## src/design/amon_regs.svh

```systemverilog
// Register offsets, field positions, reset values of the activity monitor
`ifndef AMON_REGS_SVH
`define AMON_REGS_SVH

// ---------------------------------------------------------------------
// Address decode
// ---------------------------------------------------------------------
`define AMON_REGION_DEFAULT 5'h08
`define AMON_REGION_MSB 21
`define AMON_REGION_LSB 17
`define AMON_LOCAL_MSB 16

// ---------------------------------------------------------------------
// Local offsets
// ---------------------------------------------------------------------
`define AMON_OFS_REPEAT_START 17'h13800
`define AMON_OFS_SINGLE_START 17'h13804
`define AMON_OFS_INTERVAL 17'h13808
`define AMON_OFS_DONE 17'h1380C
`define AMON_OFS_WR_PC0 17'h13814
`define AMON_OFS_WR_PC1 17'h13818
`define AMON_OFS_WRAP_PC0 17'h13820
`define AMON_OFS_WRAP_PC1 17'h13824
`define AMON_OFS_RD_PC0 17'h1382C
`define AMON_OFS_RD_PC1 17'h13830
`define AMON_OFS_RDAP_PC0 17'h13838
`define AMON_OFS_RDAP_PC1 17'h1383C
`define AMON_OFS_REF_PC0 17'h13844
`define AMON_OFS_REF_PC1 17'h13848
`define AMON_OFS_ACT_PC0 17'h13850
`define AMON_OFS_ACT_PC1 17'h13854
`define AMON_OFS_PRE_PC0 17'h1385C
`define AMON_OFS_PRE_PC1 17'h13860
`define AMON_OFS_PREALL_PC0 17'h13868
`define AMON_OFS_PREALL_PC1 17'h1386C
`define AMON_OFS_POWERDOWN 17'h13870
`define AMON_OFS_SELFREF 17'h13874
`define AMON_OFS_TURN_PC0 17'h1387C
`define AMON_OFS_TURN_PC1 17'h13880
`define AMON_OFS_AGE_PC0 17'h13888
`define AMON_OFS_AGE_PC1 17'h1388C
`define AMON_OFS_RMW_PC0 17'h13894
`define AMON_OFS_RMW_PC1 17'h13898

// ---------------------------------------------------------------------
// Fields, counter layout and reset values
// ---------------------------------------------------------------------
`define AMON_BIT_CTL 0
`define AMON_EVT_PER_PC 11
`define AMON_IDX_PD 22
`define AMON_IDX_SR 23
`define AMON_NUM_CNT 24
`define AMON_IDX_NONE 5'h1F
`define AMON_RST_INTERVAL 32'h0000_0000
`define AMON_RST_COUNT 32'h0000_0000

`endif

```

## src/design/amon_pkg.sv

```systemverilog
// Types shared by the activity monitor
package amon_pkg;

  // Command issued by the controller to one pseudo channel
  typedef enum logic [2:0] {
    CMD_WRITE,
    CMD_WRITE_AP,
    CMD_READ,
    CMD_READ_AP,
    CMD_REFRESH,
    CMD_ACTIVATE,
    CMD_PRE_BANK,
    CMD_PRE_ALL
  } amon_cmd_e;

  // Position of each per-channel counter within its channel group
  typedef enum logic [3:0] {
    EV_WR,
    EV_WRAP,
    EV_RD,
    EV_RDAP,
    EV_REF,
    EV_ACT,
    EV_PRE,
    EV_PREALL,
    EV_TURN,
    EV_AGE,
    EV_RMW
  } amon_evt_e;

  typedef enum logic {
    ST_IDLE,
    ST_RUN
  } amon_state_e;

endpackage

```

## src/design/amon_monitor.sv

```systemverilog
// Memory controller activity monitor with its register slave
`timescale 1ns/1ps
`include "amon_regs.svh"

// ---------------------------------------------------------------------
// ---------------------------------------------------------------------
module amon_monitor #(
  parameter logic [4:0] REGION = `AMON_REGION_DEFAULT
) (
  input wire logic ref_clk_in,
  input wire logic reset_in,
  input wire logic psel_in,
  input wire logic penable_in,
  input wire logic pwrite_in,
  input wire logic [21:0] paddr_in,
  input wire logic [31:0] pwdata_in,
  output logic [31:0] prdata_out,
  output logic pready_out,
  output logic pslverr_out,
  input wire logic [1:0] cmd_valid_in,
  input wire amon_pkg::amon_cmd_e cmd_pc0_in,
  input wire amon_pkg::amon_cmd_e cmd_pc1_in,
  input wire logic [1:0] age_limit_in,
  input wire logic [1:0] rmw_in,
  input wire logic powerdown_in,
  input wire logic selfrefresh_in,
  output logic busy_out,
  output logic done_out
);

  // -------------------------------------------------------------------
  // Decode helpers
  // -------------------------------------------------------------------
  function automatic logic [4:0] cnt_index(input logic [16:0] ofs);
    case (ofs)
      `AMON_OFS_WR_PC0: cnt_index = 5'h00;
      `AMON_OFS_WRAP_PC0: cnt_index = 5'h01;
      `AMON_OFS_RD_PC0: cnt_index = 5'h02;
      `AMON_OFS_RDAP_PC0: cnt_index = 5'h03;
      `AMON_OFS_REF_PC0: cnt_index = 5'h04;
      `AMON_OFS_ACT_PC0: cnt_index = 5'h05;
      `AMON_OFS_PRE_PC0: cnt_index = 5'h06;
      `AMON_OFS_PREALL_PC0: cnt_index = 5'h07;
      `AMON_OFS_TURN_PC0: cnt_index = 5'h08;
      `AMON_OFS_AGE_PC0: cnt_index = 5'h09;
      `AMON_OFS_RMW_PC0: cnt_index = 5'h0A;
      `AMON_OFS_WR_PC1: cnt_index = 5'h0B;
      `AMON_OFS_WRAP_PC1: cnt_index = 5'h0C;
      `AMON_OFS_RD_PC1: cnt_index = 5'h0D;
      `AMON_OFS_RDAP_PC1: cnt_index = 5'h0E;
      `AMON_OFS_REF_PC1: cnt_index = 5'h0F;
      `AMON_OFS_ACT_PC1: cnt_index = 5'h10;
      `AMON_OFS_PRE_PC1: cnt_index = 5'h11;
      `AMON_OFS_PREALL_PC1: cnt_index = 5'h12;
      `AMON_OFS_TURN_PC1: cnt_index = 5'h13;
      `AMON_OFS_AGE_PC1: cnt_index = 5'h14;
      `AMON_OFS_RMW_PC1: cnt_index = 5'h15;
      `AMON_OFS_POWERDOWN: cnt_index = 5'h16;
      `AMON_OFS_SELFREF: cnt_index = 5'h17;
      default: cnt_index = `AMON_IDX_NONE;
    endcase
  endfunction

  function automatic logic is_write(input amon_pkg::amon_cmd_e c);
    is_write = (c == amon_pkg::CMD_WRITE) || (c == amon_pkg::CMD_WRITE_AP);
  endfunction

  function automatic logic is_read(input amon_pkg::amon_cmd_e c);
    is_read = (c == amon_pkg::CMD_READ) || (c == amon_pkg::CMD_READ_AP);
  endfunction

  // -------------------------------------------------------------------
  // Register bus decode
  // -------------------------------------------------------------------
  logic [16:0] local_ofs;
  logic region_hit;
  logic [4:0] rd_idx;
  logic ctl_hit;
  logic setup;
  logic access;
  logic wr_acc;
  logic rd_done_acc;

  logic repeat_start_ctl;
  logic single_start;
  logic [31:0] interval_length;
  amon_pkg::amon_state_e state;
  logic [31:0] cyc;
  logic [31:0] last_cyc;
  logic interval_end;
  logic start_req;
  logic [1:0] last_rd;
  logic [`AMON_NUM_CNT-1:0] ev;
  logic [31:0] run_cnt [`AMON_NUM_CNT];
  logic [31:0] trk_cnt [`AMON_NUM_CNT];
  logic [31:0] next_rdata;

  // Only the local space of the selected region answers without error
  assign local_ofs = paddr_in[`AMON_LOCAL_MSB:0];
  assign region_hit = paddr_in[`AMON_REGION_MSB:`AMON_REGION_LSB] == REGION;
  assign rd_idx = cnt_index(local_ofs);
  assign ctl_hit = (local_ofs == `AMON_OFS_REPEAT_START)
                || (local_ofs == `AMON_OFS_SINGLE_START)
                || (local_ofs == `AMON_OFS_INTERVAL)
                || (local_ofs == `AMON_OFS_DONE);
  assign setup = psel_in && !penable_in;
  assign access = psel_in && penable_in && pready_out && !pslverr_out;
  assign wr_acc = access && pwrite_in;
  assign rd_done_acc = access && !pwrite_in
                    && (local_ofs == `AMON_OFS_DONE);

  // Read data is formed in the setup phase and stands for the access
  always_comb begin
    next_rdata = 32'h0000_0000;
    case (local_ofs)
      `AMON_OFS_REPEAT_START: next_rdata[`AMON_BIT_CTL] = repeat_start_ctl;
      `AMON_OFS_SINGLE_START: next_rdata[`AMON_BIT_CTL] = single_start;
      `AMON_OFS_INTERVAL: next_rdata = interval_length;
      `AMON_OFS_DONE: next_rdata[`AMON_BIT_CTL] = done_out;
      default: begin
        if (rd_idx != `AMON_IDX_NONE) begin
          next_rdata = trk_cnt[rd_idx];
        end
      end
    endcase
  end

  // One wait-free access phase: ready is raised right after setup
  always_ff @(posedge ref_clk_in) begin
    if (reset_in) begin
      pready_out <= 1'b0;
      pslverr_out <= 1'b0;
      prdata_out <= 32'h0000_0000;
    end else begin
      pready_out <= setup;
      pslverr_out <= setup && !(region_hit
                     && (ctl_hit || rd_idx != `AMON_IDX_NONE));
      prdata_out <= (setup && region_hit) ? next_rdata : 32'h0000_0000;
    end
  end

  // -------------------------------------------------------------------
  // Control registers
  // -------------------------------------------------------------------
  always_ff @(posedge ref_clk_in) begin
    if (reset_in) begin
      repeat_start_ctl <= 1'b0;
      single_start <= 1'b0;
      interval_length <= `AMON_RST_INTERVAL;
    end else if (wr_acc) begin
      case (local_ofs)
        `AMON_OFS_REPEAT_START:
          repeat_start_ctl <= pwdata_in[`AMON_BIT_CTL];
        `AMON_OFS_SINGLE_START:
          single_start <= pwdata_in[`AMON_BIT_CTL];
        `AMON_OFS_INTERVAL: interval_length <= pwdata_in;
        default: begin
        end
      endcase
    end
  end

  // Writing 1 to either start bit launches collection from idle
  assign start_req = wr_acc && pwdata_in[`AMON_BIT_CTL]
                  && ((local_ofs == `AMON_OFS_REPEAT_START)
                  || (local_ofs == `AMON_OFS_SINGLE_START));

  // -------------------------------------------------------------------
  // Interval sequencer
  // -------------------------------------------------------------------
  // A zero length is run as one cycle rather than wrapping 2^32 times
  assign last_cyc = (interval_length == 32'h0000_0000) ? 32'h0000_0000
                  : interval_length - 32'h0000_0001;
  assign interval_end = (state == amon_pkg::ST_RUN) && (cyc == last_cyc);

  always_ff @(posedge ref_clk_in) begin
    if (reset_in) begin
      state <= amon_pkg::ST_IDLE;
      cyc <= 32'h0000_0000;
    end else begin
      case (state)
        amon_pkg::ST_IDLE: begin
          cyc <= 32'h0000_0000;
          if (start_req) begin
            state <= amon_pkg::ST_RUN;
          end
        end
        amon_pkg::ST_RUN: begin
          if (interval_end) begin
            cyc <= 32'h0000_0000;
            // Mode is sampled at the end, so clearing it stops cleanly
            if (!repeat_start_ctl) begin
              state <= amon_pkg::ST_IDLE;
            end
          end else begin
            cyc <= cyc + 32'h0000_0001;
          end
        end
        default: state <= amon_pkg::ST_IDLE;
      endcase
    end
  end

  always_ff @(posedge ref_clk_in) begin
    if (reset_in) begin
      busy_out <= 1'b0;
    end else begin
      busy_out <= (state == amon_pkg::ST_IDLE) ? start_req
                : !(interval_end && !repeat_start_ctl);
    end
  end

  // Set wins over the read clear so a completion is never lost
  always_ff @(posedge ref_clk_in) begin
    if (reset_in) begin
      done_out <= 1'b0;
    end else begin
      done_out <= interval_end
               || (done_out && !(rd_done_acc
               && prdata_out[`AMON_BIT_CTL]));
    end
  end

  // -------------------------------------------------------------------
  // Event decode
  // -------------------------------------------------------------------
  always_ff @(posedge ref_clk_in) begin
    if (reset_in) begin
      last_rd <= 2'b00;
    end else begin
      if (cmd_valid_in[0] && is_read(cmd_pc0_in)) last_rd[0] <= 1'b1;
      if (cmd_valid_in[0] && is_write(cmd_pc0_in)) last_rd[0] <= 1'b0;
      if (cmd_valid_in[1] && is_read(cmd_pc1_in)) last_rd[1] <= 1'b1;
      if (cmd_valid_in[1] && is_write(cmd_pc1_in)) last_rd[1] <= 1'b0;
    end
  end

  always_comb begin
    amon_pkg::amon_cmd_e c;
    int b;
    c = amon_pkg::CMD_WRITE;
    b = 0;
    ev = '0;
    for (int p = 0; p < 2; p++) begin
      c = (p == 0) ? cmd_pc0_in : cmd_pc1_in;
      b = p * `AMON_EVT_PER_PC;
      if (cmd_valid_in[p]) begin
        ev[b + int'(amon_pkg::EV_WR)] = c == amon_pkg::CMD_WRITE;
        ev[b + int'(amon_pkg::EV_WRAP)] =
          c == amon_pkg::CMD_WRITE_AP;
        ev[b + int'(amon_pkg::EV_RD)] = c == amon_pkg::CMD_READ;
        ev[b + int'(amon_pkg::EV_RDAP)] =
          c == amon_pkg::CMD_READ_AP;
        ev[b + int'(amon_pkg::EV_REF)] =
          c == amon_pkg::CMD_REFRESH;
        ev[b + int'(amon_pkg::EV_ACT)] =
          c == amon_pkg::CMD_ACTIVATE;
        ev[b + int'(amon_pkg::EV_PRE)] =
          c == amon_pkg::CMD_PRE_BANK;
        ev[b + int'(amon_pkg::EV_PREALL)] =
          c == amon_pkg::CMD_PRE_ALL;
        ev[b + int'(amon_pkg::EV_TURN)] =
          is_write(c) && last_rd[p];
      end
      ev[b + int'(amon_pkg::EV_AGE)] = age_limit_in[p];
      ev[b + int'(amon_pkg::EV_RMW)] = rmw_in[p];
    end
    ev[`AMON_IDX_PD] = powerdown_in;
    ev[`AMON_IDX_SR] = selfrefresh_in;
  end

  // -------------------------------------------------------------------
  // Counters
  // -------------------------------------------------------------------
  // The end cycle's events belong to the closing interval
  always_ff @(posedge ref_clk_in) begin
    for (int i = 0; i < `AMON_NUM_CNT; i++) begin
      if (reset_in || interval_end || (start_req && !busy_out)) begin
        run_cnt[i] <= `AMON_RST_COUNT;
      end else if (state == amon_pkg::ST_RUN) begin
        run_cnt[i] <= run_cnt[i] + {31'h0000_0000, ev[i]};
      end
    end
  end

  // Visible copies move only at an interval end
  always_ff @(posedge ref_clk_in) begin
    for (int i = 0; i < `AMON_NUM_CNT; i++) begin
      if (reset_in) begin
        trk_cnt[i] <= `AMON_RST_COUNT;
      end else if (interval_end) begin
        trk_cnt[i] <= run_cnt[i] + {31'h0000_0000, ev[i]};
      end
    end
  end
endmodule

```

## config.mk

```make
export PLATFORM = sky130hd
export DESIGN_NAME = amon_monitor
export DESIGN_NICKNAME = d
export VERILOG_FILES = /design/src/design/amon_pkg.sv /design/src/design/amon_monitor.sv
export VERILOG_INCLUDE_DIRS = /design/src /design/src/design
export SDC_FILE = /design/constraint.sdc
export NUM_CORES = 2
export LEC_CHECK = 0
export BUFFER_PORTS_ARGS = -buffer_cell sky130_fd_sc_hd__clkbuf_2
export CELL_PAD_IN_SITES_DETAIL_PLACEMENT = 1
export CELL_PAD_IN_SITES_GLOBAL_PLACEMENT = 2
export CORE_MARGIN = 2
export CORE_UTILIZATION = 30
export CTS_CLUSTER_DIAMETER = 80
export DETAILED_ROUTE_END_ITERATION = 6
export HOLD_SLACK_MARGIN = 0.02
export PLACE_DENSITY = 0.65
export SKIP_CTS_REPAIR_TIMING = 1
export SLEW_MARGIN = 30
export SYNTH_ARGS = -nofsm -noshare
export SYNTH_HDL_FRONTEND = slang
export SYNTH_SLANG_ARGS = --single-unit
```

## constraint.sdc

```tcl
create_clock -name ref_clk_in -period 69.3 [get_ports ref_clk_in]
set_input_delay 13.86 -clock ref_clk_in [delete_from_list [all_inputs] [get_ports ref_clk_in]]
set_output_delay 13.86 -clock ref_clk_in [all_outputs]
set_load 0.02 [all_outputs]
```

==> impl_metrics.env <==
export IMPL_crit_path_end_kind="flop"
export IMPL_numCtsBuffers=192
export IMPL_synth_area_um2=79100
export IMPL_num_vias=55500
export IMPL_grt_antenna_before_repair=14
export IMPL_hold_violations=0
export IMPL_synth_top_area_share=0.583
export IMPL_gr_total_overflow=0
export IMPL_maxCapViolCount=0
export IMPL_cpPeakStageDelay_ns=0.84
export IMPL_cts_tree="yes"
export IMPL_core_area_um2=262000
export IMPL_yosysSeqAreaShare=0.610
export IMPL_io_buffers=108
export IMPL_floorplan_initialDensity=0.302
export IMPL_gp_congestion=0.858
export IMPL_cp_data_arrival_time_ns=19.67
export IMPL_fin_ws_ns=50.05
export IMPL_hpwl_um=182000
export IMPL_cellLeakagePower_uw=0.0313
export IMPL_syn_nets=7336
export IMPL_crit_fanout=73
export IMPL_p_seq_frac=0.521
export IMPL_critical_path_slowest_cell="buf_4"
export IMPL_nNetsFinal=7360
export IMPL_synth_common_cells="nor2_1, edfxtp_1, nand2_1"
export IMPL_tns_ns=0
export IMPL_start_kind="input pin"
export IMPL_cp_cell_sequence="clkbuf_2 > nor4bb_1 > nand3_1 > or4_1 > nor2_1 > nand2_1 > nor2_1 > a21oi_1 > nand2_4 > buf_4 > buf_12 > buf_4"
export IMPL_fin_skew_ns=0.0465
export IMPL_yosys_warnings=0
export IMPL_pre_cts_ws_ns=48.75
export IMPL_vias_per_cell=5.08
export IMPL_critPathRequiredTime_ns=69.72
export IMPL_switching_share=0.227
export IMPL_dominantRegCellSynth="edfxtp_1"
export IMPL_vdd_ir_drop_max_v=0.0000259
export IMPL_rsz0062_at_grt="false"
export IMPL_clkPwrFrac=0.449
export IMPL_synth_seq_cells=1640
export IMPL_period_minus_slack_ns=19.25
export IMPL_grt_pass1_wl_um=389000
export IMPL_fin_util=0.341
export IMPL_syn_inst=7213
export IMPL_worstMarginPinSlew_ns=1.10
export IMPL_synth_edff_count=1536
export IMPL_first_pass_iters=5
export IMPL_io_pins=109
export IMPL_drive_above_1_share=0.0765
export IMPL_clk_pin_slew_ns=0.06
export IMPL_final_max_slew_viol_count=0
export IMPL_cellPowerDensity_nw_per_um2=24.3
export IMPL_ys_async_sr_fraction=0
export IMPL_synth_distinct_cells=74
export IMPL_multiInputGateArea_um2=29200
export IMPL_drc=0
export IMPL_p_switching_uw=493
export IMPL_p_int_uw=1680
export IMPL_finalCritPeriodShare=0.278
export IMPL_outcome="completed"
export IMPL_cts_root_buf="clkbuf_16"
export IMPL_routed_wl_um=264000
export IMPL_htree_levels=4
export IMPL_clock_sink_count=1640
export IMPL_slew_limit_headroom=0.266
export IMPL_area_growth_pct=13.2
export IMPL_die_y_um=517
export IMPL_post_drt_wl_per_cell_um=24.2
export IMPL_drt_iter0_markers=4408
export IMPL_clkLatencyLatePin_ns=0.84
export IMPL_synth_most_common_cell="nor2_1"
export IMPL_avgSynthCellArea_um2=11.0
export IMPL_antenna_left=0
export IMPL_hp_class="reg2reg"
export IMPL_grt_usage=0.195
export IMPL_critical_path_class="in2reg"
export IMPL_die_area_um2=268000
export IMPL_synth_area_leaders="edfxtp_1, nor2_1, xor2_1"
export IMPL_p_comb_frac=0.030
export IMPL_die_width_um=517
export IMPL_setup_viol=0
export IMPL_clk_path_buf_depth=3
export IMPL_grt_max_degree=201
export IMPL_num_fill_cells=28800
export IMPL_rows=188
export IMPL_yosys_area_top_type="edfxtp_1"
export IMPL_seq_area_um2=48200
export IMPL_fmax_ghz=0.0520
export IMPL_grt_pass1_vias=56800
[kinds of logic after synthesis]
group           share of synthesized area
compound gates                     0.0513
xor+xnor                           0.0871
fa+ha+maj                         0.00791
buf+inv                            0.0237
flops                               0.610
mux                                0.0259
simple gates                        0.195
[routing by layer]
metal | wire length [um] | track usage | up-vias
met5 | 24 | 0 | -
met4 | 6270 | 0.0484 | 4
met3 | 11000 | 0.0222 | 293
met2 | 125000 | 0.322 | 1114
met1 | 122000 | 0.271 | 28500
li1 | - | - | 25600
[worst max-delay path, delay by kind of cell]
family          cells  cell delay, ns
simple gates        7            3.22
compound gates      1            0.17
buf+inv             4            2.19
[worst paths after layout]
kind | start | end | slack (ns) | depth (start not counted)
worst max-delay path | paddr_in[8] | run_cnt[20][14] | 50.05 | 12
worst min-delay path | single_start | single_start | 0.47 | 2
worst max register to register | interval_length[0] | trk_cnt[13][17] | 61.61 | 14
worst min register to register | single_start | single_start | 0.47 | 2
[power by group through the flow]
stage	clock network (uW)	registers [uW]	logic, uW
global route	1030	1140	70.9
detailed placement	0	1150	65.5
CTS	1000	1130	65.9
floorplan	0	1200	38.7
global placement	0	1150	64.7
finish	976	1130	64.8
[cells in the final DEF, fill, tap and decap left out, types with 20 or more instances in the layout]
cell type,instances
clkinv_2,26
inv_1,93
nor3_1,64
xnor2_1,284
clkbuf_2,108
buf_4,76
nor2b_1,23
nand2b_1,20
o21ai_0,49
or3_1,21
nand2_1,624
a221oi_1,81
nor4_1,26
a2bb2oi_1,21
edfxtp_1,1536
nand4_1,134
a31oi_1,46
a211oi_1,29
o211ai_1,30
nor2_1,1849
a21oi_1,125
a31o_2,21
mux2i_1,164
and4_1,36
xor2_1,497
dfxtp_1,104
mux2_2,34
nand3_1,396
ha_1,50
clkinv_1,47
clkbuf_16,195
and2_1,24
clkbuf_1,55
and3_1,204
[final cells by class]
cell class,instances,share of cell area
clock inverter,95,0.00836
inverter,93,0.00390
timing repair buffer,207,0.0166
sequential,1640,0.538
antenna,5,0.000140
clock buffer,256,0.0577
multi-input combinational,5103,0.326
tap,3515,0.0491
[metrics by stage]
step | total power (uW) | instances | hold slack, ns | area [um2]
global route | 2240 | 10900 | 0.496 | 89500
floorplan | 1240 | 7213 | 0.433 | 79100
finish | 2170 | 10900 | 0.474 | 89500
global placement | 1220 | 10500 | 0.439 | 83400
detailed placement | 1220 | 10600 | 0.467 | 83500
CTS | 2200 | 10900 | 0.471 | 89400
[state kept, by name, indices dropped and copies added (netlist names)]
| register | count |
|---|---|
| last_rd | 2 |
| cyc | 32 |
| single_start | 1 |
| trk_cnt | 768 |
| state | 1 |
| pslverr_out | 1 |
| done_out | 1 |
| repeat_start_ctl | 1 |
| pready_out | 1 |
| run_cnt | 768 |
| interval_length | 32 |
| prdata_out | 32 |
(Power assumes the default switching activity.)
